### src/logic/enc_pkg.sv
// shared constants for the dual encoder counter
package enc_pkg;

  // clock and filter time base
  localparam int unsigned CLK_PERIOD_NS = 10;
  localparam int unsigned TICK_NS       = 1000;
  localparam int unsigned TICK_CYCLES   = TICK_NS / CLK_PERIOD_NS;
  localparam int unsigned TICK_W        = 7;
  localparam int unsigned HOLD_W        = 10;

  // least stable time of a track level: half the period of the max frequency
  localparam int unsigned HOLD_100K_NS = 5000;
  localparam int unsigned HOLD_60K_NS  = 8333;
  localparam int unsigned HOLD_30K_NS  = 16666;
  localparam int unsigned HOLD_10K_NS  = 50000;
  localparam int unsigned HOLD_5K_NS   = 100000;
  localparam int unsigned HOLD_2K_NS   = 250000;
  localparam int unsigned HOLD_1K_NS   = 500000;

  localparam logic [HOLD_W-1:0] HOLD_100K = HOLD_W'(HOLD_100K_NS / TICK_NS);
  localparam logic [HOLD_W-1:0] HOLD_60K  = HOLD_W'(HOLD_60K_NS / TICK_NS);
  localparam logic [HOLD_W-1:0] HOLD_30K  = HOLD_W'(HOLD_30K_NS / TICK_NS);
  localparam logic [HOLD_W-1:0] HOLD_10K  = HOLD_W'(HOLD_10K_NS / TICK_NS);
  localparam logic [HOLD_W-1:0] HOLD_5K   = HOLD_W'(HOLD_5K_NS / TICK_NS);
  localparam logic [HOLD_W-1:0] HOLD_2K   = HOLD_W'(HOLD_2K_NS / TICK_NS);
  localparam logic [HOLD_W-1:0] HOLD_1K   = HOLD_W'(HOLD_1K_NS / TICK_NS);

  // input filter codes
  localparam logic [7:0] FILT_100K    = 8'h02;
  localparam logic [7:0] FILT_60K     = 8'h03;
  localparam logic [7:0] FILT_30K     = 8'h04;
  localparam logic [7:0] FILT_10K     = 8'h06;
  localparam logic [7:0] FILT_5K      = 8'h07;
  localparam logic [7:0] FILT_2K      = 8'h08;
  localparam logic [7:0] FILT_1K      = 8'h09;
  localparam logic [7:0] FILTER_RESET = FILT_100K;

  // mode bytes
  localparam logic [7:0] OPTIONS_RESET = 8'h00;
  localparam logic [7:0] EVAL_RESET    = 8'h00;
  localparam logic [7:0] OPTIONS_MASK  = 8'h08;
  localparam logic [7:0] EVAL_MASK     = 8'h07;
  localparam int unsigned OPT_INVERT_B = 3;
  localparam logic [2:0] EV_OFF        = 3'h0;
  localparam logic [2:0] EV_SINGLE     = 3'h1;
  localparam logic [2:0] EV_DOUBLE     = 3'h2;
  localparam logic [2:0] EV_QUAD       = 3'h3;
  localparam logic [2:0] EV_PULSE_DIR  = 3'h4;

  // parameter record indices
  localparam logic [2:0] PAR_C0_TRACK_A_FILTER    = 3'h0;
  localparam logic [2:0] PAR_C0_TRACK_B_FILTER    = 3'h1;
  localparam logic [2:0] PAR_C1_TRACK_A_FILTER    = 3'h2;
  localparam logic [2:0] PAR_C1_TRACK_B_FILTER    = 3'h3;
  localparam logic [2:0] PAR_C0_MODE_OPTIONS      = 3'h4;
  localparam logic [2:0] PAR_C0_SIGNAL_EVALUATION = 3'h5;
  localparam logic [2:0] PAR_C1_MODE_OPTIONS      = 3'h6;
  localparam logic [2:0] PAR_C1_SIGNAL_EVALUATION = 3'h7;

  // process image byte offsets
  localparam logic [3:0] IN_COUNTER0_VALUE    = 4'h0;
  localparam logic [3:0] IN_COUNTER1_VALUE    = 4'h4;
  localparam logic [3:0] IN_COUNTER0_STATUS   = 4'h8;
  localparam logic [3:0] IN_COUNTER1_STATUS   = 4'ha;
  localparam logic [3:0] OUT_COUNTER0_CONTROL = 4'h0;
  localparam logic [3:0] OUT_COUNTER1_CONTROL = 4'h2;

  // status and control bit positions
  localparam int unsigned ST_SOFT_GATE  = 2;
  localparam int unsigned ST_INT_GATE   = 5;
  localparam int unsigned ST_COUNT_DOWN = 7;
  localparam int unsigned ST_COUNT_UP   = 8;
  localparam int unsigned ST_OVERFLOW   = 11;
  localparam int unsigned ST_UNDERFLOW  = 12;
  localparam int unsigned ST_ZERO_PASS  = 13;
  localparam int unsigned CT_GATE_OPEN  = 2;
  localparam int unsigned CT_CLEAR      = 5;
  localparam int unsigned CT_FLAG_ACK   = 6;
  localparam int unsigned CT_GATE_CLOSE = 10;

  // count range
  localparam logic [31:0] COUNT_MAX   = 32'h7fffffff;
  localparam logic [31:0] COUNT_MIN   = 32'h80000000;
  localparam logic [31:0] COUNT_ONE   = 32'h00000001;
  localparam logic [31:0] COUNT_M1    = 32'hffffffff;
  localparam logic [31:0] COUNT_RESET = 32'h00000000;

  function automatic logic filter_code_legal(input logic [7:0] code);
    case (code)
      FILT_100K, FILT_60K, FILT_30K, FILT_10K,
      FILT_5K, FILT_2K, FILT_1K: filter_code_legal = 1'b1;
      default: filter_code_legal = 1'b0;
    endcase
  endfunction

  function automatic logic [HOLD_W-1:0] filter_hold(input logic [7:0] code);
    case (code)
      FILT_60K: filter_hold = HOLD_60K;
      FILT_30K: filter_hold = HOLD_30K;
      FILT_10K: filter_hold = HOLD_10K;
      FILT_5K:  filter_hold = HOLD_5K;
      FILT_2K:  filter_hold = HOLD_2K;
      FILT_1K:  filter_hold = HOLD_1K;
      default:  filter_hold = HOLD_100K;
    endcase
  endfunction

endpackage

### src/logic/dual_gated_encoder_counter.sv
// two gated 32-bit encoder counters with process image and parameters
// Function
// each channel shows its live 32-bit signed count in the input image
// status bit 2 shows the software gate
// status bit 5 shows the internal gate
// status bit 7 set while counting backward
// status bit 8 set while counting forward
// status bit 11 set on overflow past the upper limit
// status bit 12 set on underflow past the lower limit
// status bit 13 set when the count passes through zero
// those three flags hold until control bit 6 rises
// control bit 2 opens, bit 10 closes the software gate
// control bit 5 forces the count to zero
// filter byte codes 02h..04h and 06h..09h select max input frequency; others refused
// each of the four tracks has its own glitch filter
// filter settings reset to code 02h
// options bit 3 inverts track B direction; other bits fixed zero
// mode bytes are taken only while the system is stopped
// rising control edges move the gate; internal gate follows it
// counting wraps between upper and lower limit both ways
// evaluation bits select off, single, double, quadruple or pulse/direction
// opening the software gate clears the count
// reserved status bits read zero; reserved control bits are ignored
// gate closed: count holds, direction still follows the tracks
`timescale 1ns/100ps
`default_nettype none
module dual_gated_encoder_counter (
  input  wire logic        clock,            // system clock, 100 MHz
  input  wire logic        reset_n,          // async reset, active low
  input  wire logic [1:0]  track_a,          // track A per channel
  input  wire logic [1:0]  track_b,          // track B per channel
  input  wire logic [15:0] counter0_control, // channel 0 control word
  input  wire logic [15:0] counter1_control, // channel 1 control word
  input  wire logic        stopped,          // system in stop state
  input  wire logic        param_write,      // parameter byte write strobe
  input  wire logic [2:0]  param_index,      // parameter byte index
  input  wire logic [7:0]  param_wdata,      // parameter byte to write
  output logic      [31:0] counter0_value,   // channel 0 count
  output logic      [31:0] counter1_value,   // channel 1 count
  output logic      [15:0] counter0_status,  // channel 0 status word
  output logic      [15:0] counter1_status,  // channel 1 status word
  output logic      [7:0]  param_rdata       // parameter byte at param_index
);

  logic [enc_pkg::TICK_W-1:0] tick_cnt_q;
  logic                       tick;
  logic [7:0]                 filter_q [4];
  logic [7:0]                 options_q [2];
  logic [7:0]                 eval_q [2];
  logic [7:0]                 rdata_q;
  logic [3:0]                 raw_w;
  logic [3:0]                 clean_w;
  logic [15:0]                ctrl_w [2];
  logic [31:0]                value_w [2];
  logic [15:0]                status_w [2];

  assign ctrl_w[0]       = counter0_control;
  assign ctrl_w[1]       = counter1_control;
  assign counter0_value  = value_w[0];
  assign counter1_value  = value_w[1];
  assign counter0_status = status_w[0];
  assign counter1_status = status_w[1];
  assign param_rdata     = rdata_q;

  // filter time base
  always_ff @(posedge clock or negedge reset_n) begin
    if (!reset_n) begin
      tick_cnt_q <= '0;
    end else if (tick) begin
      tick_cnt_q <= '0;
    end else begin
      tick_cnt_q <= tick_cnt_q + 1'b1;
    end
  end
  assign tick = (tick_cnt_q == enc_pkg::TICK_W'(enc_pkg::TICK_CYCLES - 1));

  // parameter record; bad filter codes and running mode writes are dropped
  always_ff @(posedge clock or negedge reset_n) begin
    if (!reset_n) begin
      for (int i = 0; i < 4; i++) begin
        filter_q[i] <= enc_pkg::FILTER_RESET;
      end
      for (int i = 0; i < 2; i++) begin
        options_q[i] <= enc_pkg::OPTIONS_RESET;
        eval_q[i]    <= enc_pkg::EVAL_RESET;
      end
    end else if (param_write) begin
      case (param_index)
        enc_pkg::PAR_C0_TRACK_A_FILTER, enc_pkg::PAR_C0_TRACK_B_FILTER,
        enc_pkg::PAR_C1_TRACK_A_FILTER, enc_pkg::PAR_C1_TRACK_B_FILTER: begin
          if (enc_pkg::filter_code_legal(param_wdata)) begin
            filter_q[param_index[1:0]] <= param_wdata;
          end
        end
        enc_pkg::PAR_C0_MODE_OPTIONS, enc_pkg::PAR_C1_MODE_OPTIONS: begin
          if (stopped) begin
            options_q[param_index[1]] <= param_wdata & enc_pkg::OPTIONS_MASK;
          end
        end
        enc_pkg::PAR_C0_SIGNAL_EVALUATION, enc_pkg::PAR_C1_SIGNAL_EVALUATION: begin
          if (stopped) begin
            eval_q[param_index[1]] <= param_wdata & enc_pkg::EVAL_MASK;
          end
        end
        default: begin
        end
      endcase
    end
  end

  always_ff @(posedge clock or negedge reset_n) begin
    if (!reset_n) begin
      rdata_q <= 8'h00;
    end else if (param_index[2]) begin
      rdata_q <= param_index[0] ? eval_q[param_index[1]] : options_q[param_index[1]];
    end else begin
      rdata_q <= filter_q[param_index[1:0]];
    end
  end

  // one filter per track: even index track A, odd index track B
  for (genvar t = 0; t < 4; t++) begin : g_track
    assign raw_w[t] = (t % 2 == 1) ? track_b[t / 2] : track_a[t / 2];
    track_filter u_filter (
      .clock   (clock),
      .reset_n (reset_n),
      .tick    (tick),
      .raw     (raw_w[t]),
      .code    (filter_q[t]),
      .clean   (clean_w[t])
    );
  end

  for (genvar c = 0; c < 2; c++) begin : g_chan
    logic [15:0] ctrl_prev_q;
    logic        open_rise;
    logic        close_rise;
    logic        ack_rise;
    logic        gate_start;
    logic        soft_gate_q;
    logic        a_q;
    logic        b_q;
    logic        inv_b;
    logic        a_now;
    logic        b_now;
    logic        b_old;
    logic        pulse;
    logic        up;
    logic        step;
    logic        clearing;
    logic [31:0] count_q;
    logic        dir_up_q;
    logic        dir_dn_q;
    logic        overflow_q;
    logic        underflow_q;
    logic        zero_pass_q;
    logic        ovf_ev;
    logic        unf_ev;
    logic        zero_ev;

    // only the named control bits are looked at
    always_ff @(posedge clock or negedge reset_n) begin
      if (!reset_n) begin
        ctrl_prev_q <= 16'h0000;
      end else begin
        ctrl_prev_q <= ctrl_w[c];
      end
    end
    assign open_rise  = ctrl_w[c][enc_pkg::CT_GATE_OPEN] &
                        ~ctrl_prev_q[enc_pkg::CT_GATE_OPEN];
    assign close_rise = ctrl_w[c][enc_pkg::CT_GATE_CLOSE] &
                        ~ctrl_prev_q[enc_pkg::CT_GATE_CLOSE];
    assign ack_rise   = ctrl_w[c][enc_pkg::CT_FLAG_ACK] &
                        ~ctrl_prev_q[enc_pkg::CT_FLAG_ACK];
    assign gate_start = open_rise & ~close_rise & ~soft_gate_q;

    // close wins when both edges come together
    always_ff @(posedge clock or negedge reset_n) begin
      if (!reset_n) begin
        soft_gate_q <= 1'b0;
      end else if (close_rise) begin
        soft_gate_q <= 1'b0;
      end else if (open_rise) begin
        soft_gate_q <= 1'b1;
      end
    end

    // track decoding
    always_ff @(posedge clock or negedge reset_n) begin
      if (!reset_n) begin
        a_q <= 1'b0;
        b_q <= 1'b0;
      end else begin
        a_q <= clean_w[2 * c];
        b_q <= clean_w[2 * c + 1];
      end
    end
    assign inv_b = options_q[c][enc_pkg::OPT_INVERT_B];
    assign a_now = clean_w[2 * c];
    assign b_now = clean_w[2 * c + 1] ^ inv_b;
    assign b_old = b_q ^ inv_b;

    always_comb begin
      pulse = 1'b0;
      up    = 1'b0;
      case (eval_q[c][2:0])
        enc_pkg::EV_SINGLE, enc_pkg::EV_PULSE_DIR: begin
          pulse = a_now & ~a_q;
          up    = ~b_now;
        end
        enc_pkg::EV_DOUBLE: begin
          pulse = a_now ^ a_q;
          up    = a_now ^ b_now;
        end
        enc_pkg::EV_QUAD: begin
          pulse = (a_now ^ a_q) ^ (b_now ^ b_old);
          up    = (a_now ^ a_q) ? (a_now ^ b_now) : ~(a_now ^ b_now);
        end
        default: begin
        end
      endcase
    end

    always_ff @(posedge clock or negedge reset_n) begin
      if (!reset_n) begin
        dir_up_q <= 1'b0;
        dir_dn_q <= 1'b0;
      end else if (pulse) begin
        dir_up_q <= up;
        dir_dn_q <= ~up;
      end
    end

    // counting
    assign clearing = ctrl_w[c][enc_pkg::CT_CLEAR] | gate_start;
    assign step     = soft_gate_q & pulse & ~clearing;
    assign ovf_ev   = step & up & (count_q == enc_pkg::COUNT_MAX);
    assign unf_ev   = step & ~up & (count_q == enc_pkg::COUNT_MIN);
    assign zero_ev  = step & (up ? (count_q == enc_pkg::COUNT_M1) :
                                   (count_q == enc_pkg::COUNT_ONE));

    always_ff @(posedge clock or negedge reset_n) begin
      if (!reset_n) begin
        count_q <= enc_pkg::COUNT_RESET;
      end else if (clearing) begin
        count_q <= enc_pkg::COUNT_RESET;
      end else if (step) begin
        count_q <= up ? count_q + enc_pkg::COUNT_ONE :
                        count_q - enc_pkg::COUNT_ONE;
      end
    end

    // sticky flags; a new event beats the acknowledge edge
    always_ff @(posedge clock or negedge reset_n) begin
      if (!reset_n) begin
        overflow_q  <= 1'b0;
        underflow_q <= 1'b0;
        zero_pass_q <= 1'b0;
      end else begin
        overflow_q  <= ovf_ev | (overflow_q & ~ack_rise);
        underflow_q <= unf_ev | (underflow_q & ~ack_rise);
        zero_pass_q <= zero_ev | (zero_pass_q & ~ack_rise);
      end
    end

    assign value_w[c] = count_q;

    always_comb begin
      status_w[c]                         = 16'h0000;
      status_w[c][enc_pkg::ST_SOFT_GATE]  = soft_gate_q;
      status_w[c][enc_pkg::ST_INT_GATE]   = soft_gate_q;
      status_w[c][enc_pkg::ST_COUNT_DOWN] = dir_dn_q;
      status_w[c][enc_pkg::ST_COUNT_UP]   = dir_up_q;
      status_w[c][enc_pkg::ST_OVERFLOW]   = overflow_q;
      status_w[c][enc_pkg::ST_UNDERFLOW]  = underflow_q;
      status_w[c][enc_pkg::ST_ZERO_PASS]  = zero_pass_q;
    end
  end

endmodule
`default_nettype wire

### src/logic/track_filter.sv
// glitch filter for one encoder track
`timescale 1ns/100ps
`default_nettype none
module track_filter (
  input  wire logic       clock,   // system clock
  input  wire logic       reset_n, // async reset, active low
  input  wire logic       tick,    // one pulse per filter time unit
  input  wire logic       raw,     // unfiltered track level
  input  wire logic [7:0] code,    // input filter code
  output logic            clean    // filtered track level
);

  logic [enc_pkg::HOLD_W-1:0] run_q;
  logic [enc_pkg::HOLD_W-1:0] hold;
  logic                       clean_q;

  assign hold  = enc_pkg::filter_hold(code);
  assign clean = clean_q;

  // a new level must stand until the hold-th filter tick after it changed before it is passed on
  always_ff @(posedge clock or negedge reset_n) begin
    if (!reset_n) begin
      run_q   <= '0;
      clean_q <= 1'b0;
    end else if (raw == clean_q) begin
      run_q <= '0;
    end else if (tick) begin
      if (run_q + 1'b1 >= hold) begin
        clean_q <= raw;
        run_q   <= '0;
      end else begin
        run_q <= run_q + 1'b1;
      end
    end
  end

endmodule
`default_nettype wire

### config.mk
export PLATFORM = sky130hd
export DESIGN_NAME = dual_gated_encoder_counter
export DESIGN_NICKNAME = d
export VERILOG_FILES = /design/src/logic/enc_pkg.sv /design/src/logic/dual_gated_encoder_counter.sv /design/src/logic/track_filter.sv
export SDC_FILE = /design/constraint.sdc
export NUM_CORES = 1
export LEC_CHECK = 0
export BUFFER_PORTS_ARGS = -buffer_cell sky130_fd_sc_hd__buf_2
export CAP_MARGIN = 10
export CORE_MARGIN = 2
export CORE_UTILIZATION = 40
export CTS_CLUSTER_DIAMETER = 80
export DETAILED_ROUTE_END_ITERATION = 10
export GPL_TIMING_DRIVEN = 0
export PLACE_DENSITY = 0.57
export SLEW_MARGIN = 20
export SYNTH_ARGS = -nofsm -noshare
export SYNTH_HDL_FRONTEND = slang
export SYNTH_HIERARCHICAL = 1
export SYNTH_SLANG_ARGS = --single-unit
### constraint.sdc
create_clock -name clock -period 3.07 [get_ports clock]
set_clock_uncertainty 0.15 [all_clocks]
set_input_delay 0.4605 -clock clock [delete_from_list [all_inputs] [get_ports clock]]
set_output_delay 0.4605 -clock clock [all_outputs]
set_load 0.02 [all_outputs]
======== Word level (Yosys, flattened, before mapping) ========
Cells that the tools add are included.
operators by class
  reductions and logical operators ........ 24
  add/subtract/negate cells ............... 9
  $lt $le $gt $ge ......................... 8
  bitwise gates (word level) .............. 80
  equality and inequality tests ........... 59
  multiplexer cells ....................... 56
operators with widths
  operator                                                number
  one-hot mux 9 bit (6 select lines)                      4
  two-way mux 32 bit                                      6
  equality test 32 bit (second input constant)            4
  equality test 8 x 3 -> 1 bit (second input constant)    15
  two-way mux 10 bit                                      12
  two-way mux 8 bit                                       12
  equality test 8 x 4 -> 1 bit (second input constant)    10
  adder 32 x 1 -> 32 bit (second input constant)          2
  equality test 32 x 1 -> 1 bit (second input constant)   2
  equality test 32 x 31 -> 1 bit (second input constant)  2
  subtractor 32 x 1 -> 32 bit (second input constant)     2
  equality test 8 x 2 -> 1 bit (second input constant)    6
  adder 10 x 1 -> 10 bit (second input constant)          4
  greater-or-equal comparator 10 x 9 -> 1 bit             4
  AND 1 bit                                               32
  bitwise mux 16 bit                                      2
  bitwise mux 32 bit                                      1
  inverter 1 bit                                          26
  AND reduction 3 bit                                     7
  equality test 3 x 2 -> 1 bit (second input constant)    6
  equality test 3 bit (second input constant)             6
  binary-select mux 8 bit (select 2 bit)                  1
  demux 8 bit (select 2 bit)                              1
  nonzero test 2 bit                                      8
  other kinds (21)                                        61
word-level totals
  output and inout port bits .............. 104
  bits in registers ....................... 225
  input port bits ......................... 51

======== Logic depth before layout (Yosys ltp) ========
  word-level depth ........................ 11
  depth in mapped cells ................... 11
  depth with buffers taken out ............ 11

======== By module ========
The synthesis kept the hierarchy.
by module, submodules not included
  module                                  sequential area each (sq um)  cells an instance  instances  area each (sq um)
  dual_gated_encoder_counter              3533.4                        975                1          8944.8
  track_filter (g_track[2].u_filter ...)  275.3                         118                2          955.9
  track_filter (g_track[0].u_filter ...)  275.3                         121                2          954.7

======== Least setup slack after synthesis ========
OpenSTA, ideal clock, no wires.
  path kind ............................... reg2reg
  start point ............................. reg g_track[2].u_filter.clean_q
  end point ............................... reg g_chan[1].zero_pass_q
  path buffers ............................ 0
  arrival ................................. 2.483 ns
  slack ................................... 0.350 ns
  stages on the path, launching flop included .. 8
  setup time .............................. 0.087 ns
  clock period less this slack ............ 2.720 ns
  cells stage by stage .................... dfrtp_1 > ha_1 > or3b_2 > a21oi_1 > a311o_1 > nand3b_1 > or4_1 > o211ai_1
between the ends
  cells in the longest elaborated chain, start to end .. 7
ends and longest elaborated chain
  element                                                                  RTL line                                                              source
  start: declaration                                                       track_filter.sv:15                                                    logic clean_q;
  start signal: assignment                                                 track_filter.sv:29                                                    clean_q <= raw;
  bitwise XOR 1 bit (on tied branches)                                     -
  bitwise XOR 1 bit or inverter 1 bit (tied branches)                      dual_gated_encoder_counter.sv:216, dual_gated_encoder_counter.sv:217
  one-hot mux 1 bit (3 select lines) or two-way mux 1 bit (tied branches)  dual_gated_encoder_counter.sv:206, dual_gated_encoder_counter.sv:217
  AND 1 bit or one-hot mux 1 bit (3 select lines) (tied branches)          dual_gated_encoder_counter.sv:236, dual_gated_encoder_counter.sv:206
  AND 1 bit or two-way mux 1 bit (tied branches)                           dual_gated_encoder_counter.sv:236, dual_gated_encoder_counter.sv:239
  AND 1 bit *                                                              dual_gated_encoder_counter.sv:239                                     assign zero_ev = step & (up ? (count_q == enc_pkg::COUNT_M1) :
  OR 1 bit *                                                               dual_gated_encoder_counter.sv:262                                     zero_pass_q <= zero_ev | (zero_pass_q & ~ack_rise);
  end signal: assignment                                                   dual_gated_encoder_counter.sv:262
  end: declaration                                                         dual_gated_encoder_counter.sv:156                                     logic zero_pass_q;
Mark *: on every way between the ends. The rest lies on a longest branch, timed or not.
A chain may end at the register's enable or synchronous reset.

======== Worst setup path after layout ========
  start point ............................. reg g_chan[0].count_q[4], in the netlist counter0_value[4]
  end point ............................... reg g_chan[0].count_q[27], in the netlist counter0_value[27]
between the ends
  cells in the longest elaborated chain, start to end .. 4
ends and longest elaborated chain
  element                                                                RTL line                                                              source
  start: declaration                                                     dual_gated_encoder_counter.sv:151                                     logic [31:0] count_q;
  start signal: assignment                                               dual_gated_encoder_counter.sv:244                                     count_q <= enc_pkg::COUNT_RESET;
  start signal: assignment                                               dual_gated_encoder_counter.sv:246                                     count_q <= enc_pkg::COUNT_RESET;
  start signal: assignment                                               dual_gated_encoder_counter.sv:248                                     count_q <= up ? count_q + enc_pkg::COUNT_ONE :
  subtractor 32 x 1 -> 32 bit or adder 32 x 1 -> 32 bit (tied branches)  dual_gated_encoder_counter.sv:249, dual_gated_encoder_counter.sv:248
  two-way mux 32 bit *                                                   dual_gated_encoder_counter.sv:248
  two-way mux 32 bit *                                                   dual_gated_encoder_counter.sv:247                                     end else if (step) begin
  two-way mux 32 bit *                                                   dual_gated_encoder_counter.sv:245                                     end else if (clearing) begin
Mark *: on every way between the ends. The rest lies on a longest branch, timed or not. The select of a mux whose other input is x is not followed.

==> impl_metrics.ini <==
[logic_synthesis]
ys_warn_count = 6
synth_fa_ha_area_share_pct = 4.80
synth_edf_count = 0
synth_compound_area_share_pct = 19.1
synth.distinct_cells = 79
synthXorXnorAreaFrac_pct = 3.14
synth_area_um2 = 12800
syn_inst = 1453
synth_mux_area_share_pct = 4.90
synthSimpleGateAreaFrac_pct = 24.6
synth_flop_cell = dfrtp_1
synth_top_family_by_area = simple AND/OR/NAND/NOR gates
synth_seq_cells = 185
synth.top_cell.area_share_pct = 35.5
ys_top_cells_by_area = dfrtp_1, ha_1, nand2_1, o21ai_0, inv_1
ys_seq_area_share_pct = 36.3
synth.avg_cell_area_um2 = 8.79
yosysTopAreaCell = dfrtp_1
ys_async_sr_fraction_pct = 100

[route]
first_iter_violations = 898
drcViolationCount = 0
firstDrtPassIters = 6
wl_mm = 37.0
wl_met2_mm = 17.0
routed-wl-met3_mm = 2.14
routedLengthMet1_mm = 17.2
route.antenna.remaining_nets = 0
vias = 11700
wire_per_inst_um = 18.2
top_layer = met5
vias_per_cell = 5.75

[placement]
post-place-ws_ns = -0.448
dp_hpwl_mm = 26.5
gp_congestion = 0.928
place_inst = 1987
portBuffers = 111

[die]
die_area_um2 = 33400
die_height_um = 183
die_x_um = 183
coreArea_um2 = 31500
rows = 65
io_pins = 155
start_util_pct = 40.6

[pwr]
finalPower_w = 0.00616
leakagePower_nw = 6.90
powerDensity_nw_per_um2 = 413
ir_worst_vdd_mv = 0.411

[setup_path]
reg2reg_from = counter0_value[4]
critPathCaptureType = flip-flop
cp.arrival_ns = 3.23
slowest_stage = or4_1
rrSetupSlack_ns = 0.07
reg2reg_depth = 7
cp.required_ns = 3.29
critPathMaxStageDelay_ns = 0.66
cp-startpoint = counter0_value[4]
path_common_cell = or4_1
worstSetupPathType = flip-flop to flip-flop
path_max_fanout = 9
r2r-end = counter0_value[27]
cp-start-kind = flip-flop
crit_chain = buf_2 -> or4_1 -> nor4_4 -> nand3_1 -> or4_1 -> a211o_1 -> o21ai_1

[grt]
antenna_found_initial = 3
track_usage_pct = 22.5
grt_overflow = 0
grt_pass1_wl_mm = 60.1
grt_pass1_vias = 11100
grt_max_degree = 78

[cells_and_area]
layoutNonFillerInstCount = 2035
syn2layout_area_growth_pct = 16.8
final_nets = 1718
drive_gt1_share_pct = 20.6

[timing]
finalHoldViolCount = 0
max_slew_margin_pct = 40.0
worstMarginPinSlew_ns = 0.894
setup_tns_ns = 0
final-setup-viol-count = 0
period_minus_slack_ns = 3.00
timing.fmax_ghz = 0.333
setup_slack_ns = 0.0654
finalMaxSlewViolations = 0
timing.final.crit_share_pct = 97.9

[worst_hold_path]
hp-start = param_wdata[0]
whs_path_depth = 2
timing.hold.worst_endpoint = filter_q[0]
min_path_type = input pin to flip-flop

[clock_tree]
cts_tree = yes
cts_root_buf = clkbuf_16
cts_sinks = 185
clkLatencyLatePin_ns = 0.45
clk_pin_slew_worst_paths_ns = 0.08
htree_levels = 4
cts_buffer_depth = 2
cts_inserted_buffers = 17

[run]
maxCapViolCount = 0

[outcome]
status = finished, final reports clean
[cells in the mapped netlist, drive strengths merged (39+ instances only)]
library cell  instances
nor2                 83
clkbuf               49
buf                  55
a31oi                45
ha                   49
dfrtp               181
nand3                67
nand4                39
inv                  99
o21ai               110
nand2               118
[per-stage QoR]
step	instance area, um2	hold WS, ns	utilization, %
6_report	14900	0.219	47.4
5_1_grt	14900	0.224	47.4
4_1_cts	14700	0.197	46.8
3_5_place_dp	14000	0.224	44.4
3_3_place_gp	13900	0.292	44.1
2_1_floorplan	12800	0.0149	-
[timing repair]
action / CTS / global route
hold buffers: 7 / 0
pin swaps: 3 / 4
resized for setup: 26 / 62
endpoints found under the setup margin: 84 / 107
setup buffers: 3 / 4
hold endpoints to repair: 42 / 0
[worst max-delay path, delay by kind of cell, from the launching register on]
kind	cells	cell delay (ns)
AO/OA/AOI/OAI	2	0.35
buffers and inverters	1	0.18
flip-flops	1	0.41
AND/OR/NAND/NOR	4	1.83
[placed cells by master (no fill, tap or decap), types with 25 or more instances in the layout]
cell type and n:
a211o_1 37, dfrtp_1 175, a31oi_1 44, nand2_1 116, o21ai_0 71, nand2b_1 26, nand4_1 36, nor2_1 83
ha_1 48, nand3_1 67, buf_2 125, inv_1 99, clkbuf_1 30, mux2_2 28, nor3_1 25, a21oi_1 33
o21ai_1 39, buf_4 44, nor2b_1 29
[cell families after synthesis]
group	Yosys count
AND/OR/NAND/NOR	561
AO/OA/AOI/OAI	361
buffers and inverters	203
flip-flops	185
adder cells (fa/ha/maj)	49
multiplexers	49
XOR/XNOR	44
other	1
[metal layers]
metal,vias to the layer above,GRT usage (%)
met5,-,0
met4,2,6.06
met3,43,3.75
met2,413,36.1
met1,5597,31.4
li1,5642,-
[flip-flops by register name, indices dropped and copies added, names as in the netlist, 4 cells and up]
name                    cells
counter1_value             32
counter0_value             32
filter_q                   32
tick_cnt_q                  7
g_track.u_filter/clean      4
eval_q                      6
g_track.u_filter/run_q     40
param_rdata                 8
g_chan.ctrl_prev_q          6
[how the worst max path moves through the flow]
stage                                 end  slack, ns  cells past startpoint
global placement       counter0_value[16]      -1.84                      1
finish                 counter0_value[27]       0.07                      7
detailed placement     counter1_value[13]      -0.45                      9
floorplan           g_chan[1].zero_pass_q       0.35                      7
CTS                    counter0_value[15]      0.004                      7
global route           counter0_value[27]     -0.006                      7
[power by group]
part           switching, W  leakage (nW)  internal (W)
logic              0.000891          4.15      0.000468
clock network       0.00108         0.284       0.00116
registers         0.0000636          2.47       0.00249
[layout make-up]
cell class	count	area (um2)
antenna	2	5.00
tap	402	503
clock buffer	19	433
timing repair buffer	129	758
inverter	99	372
buffer	104	592
clock inverter	13	149
sequential	185	4640
fill	3068	16600
multi-input combinational	1082	7460
Note: power is estimated with default switching activity, not from simulation.
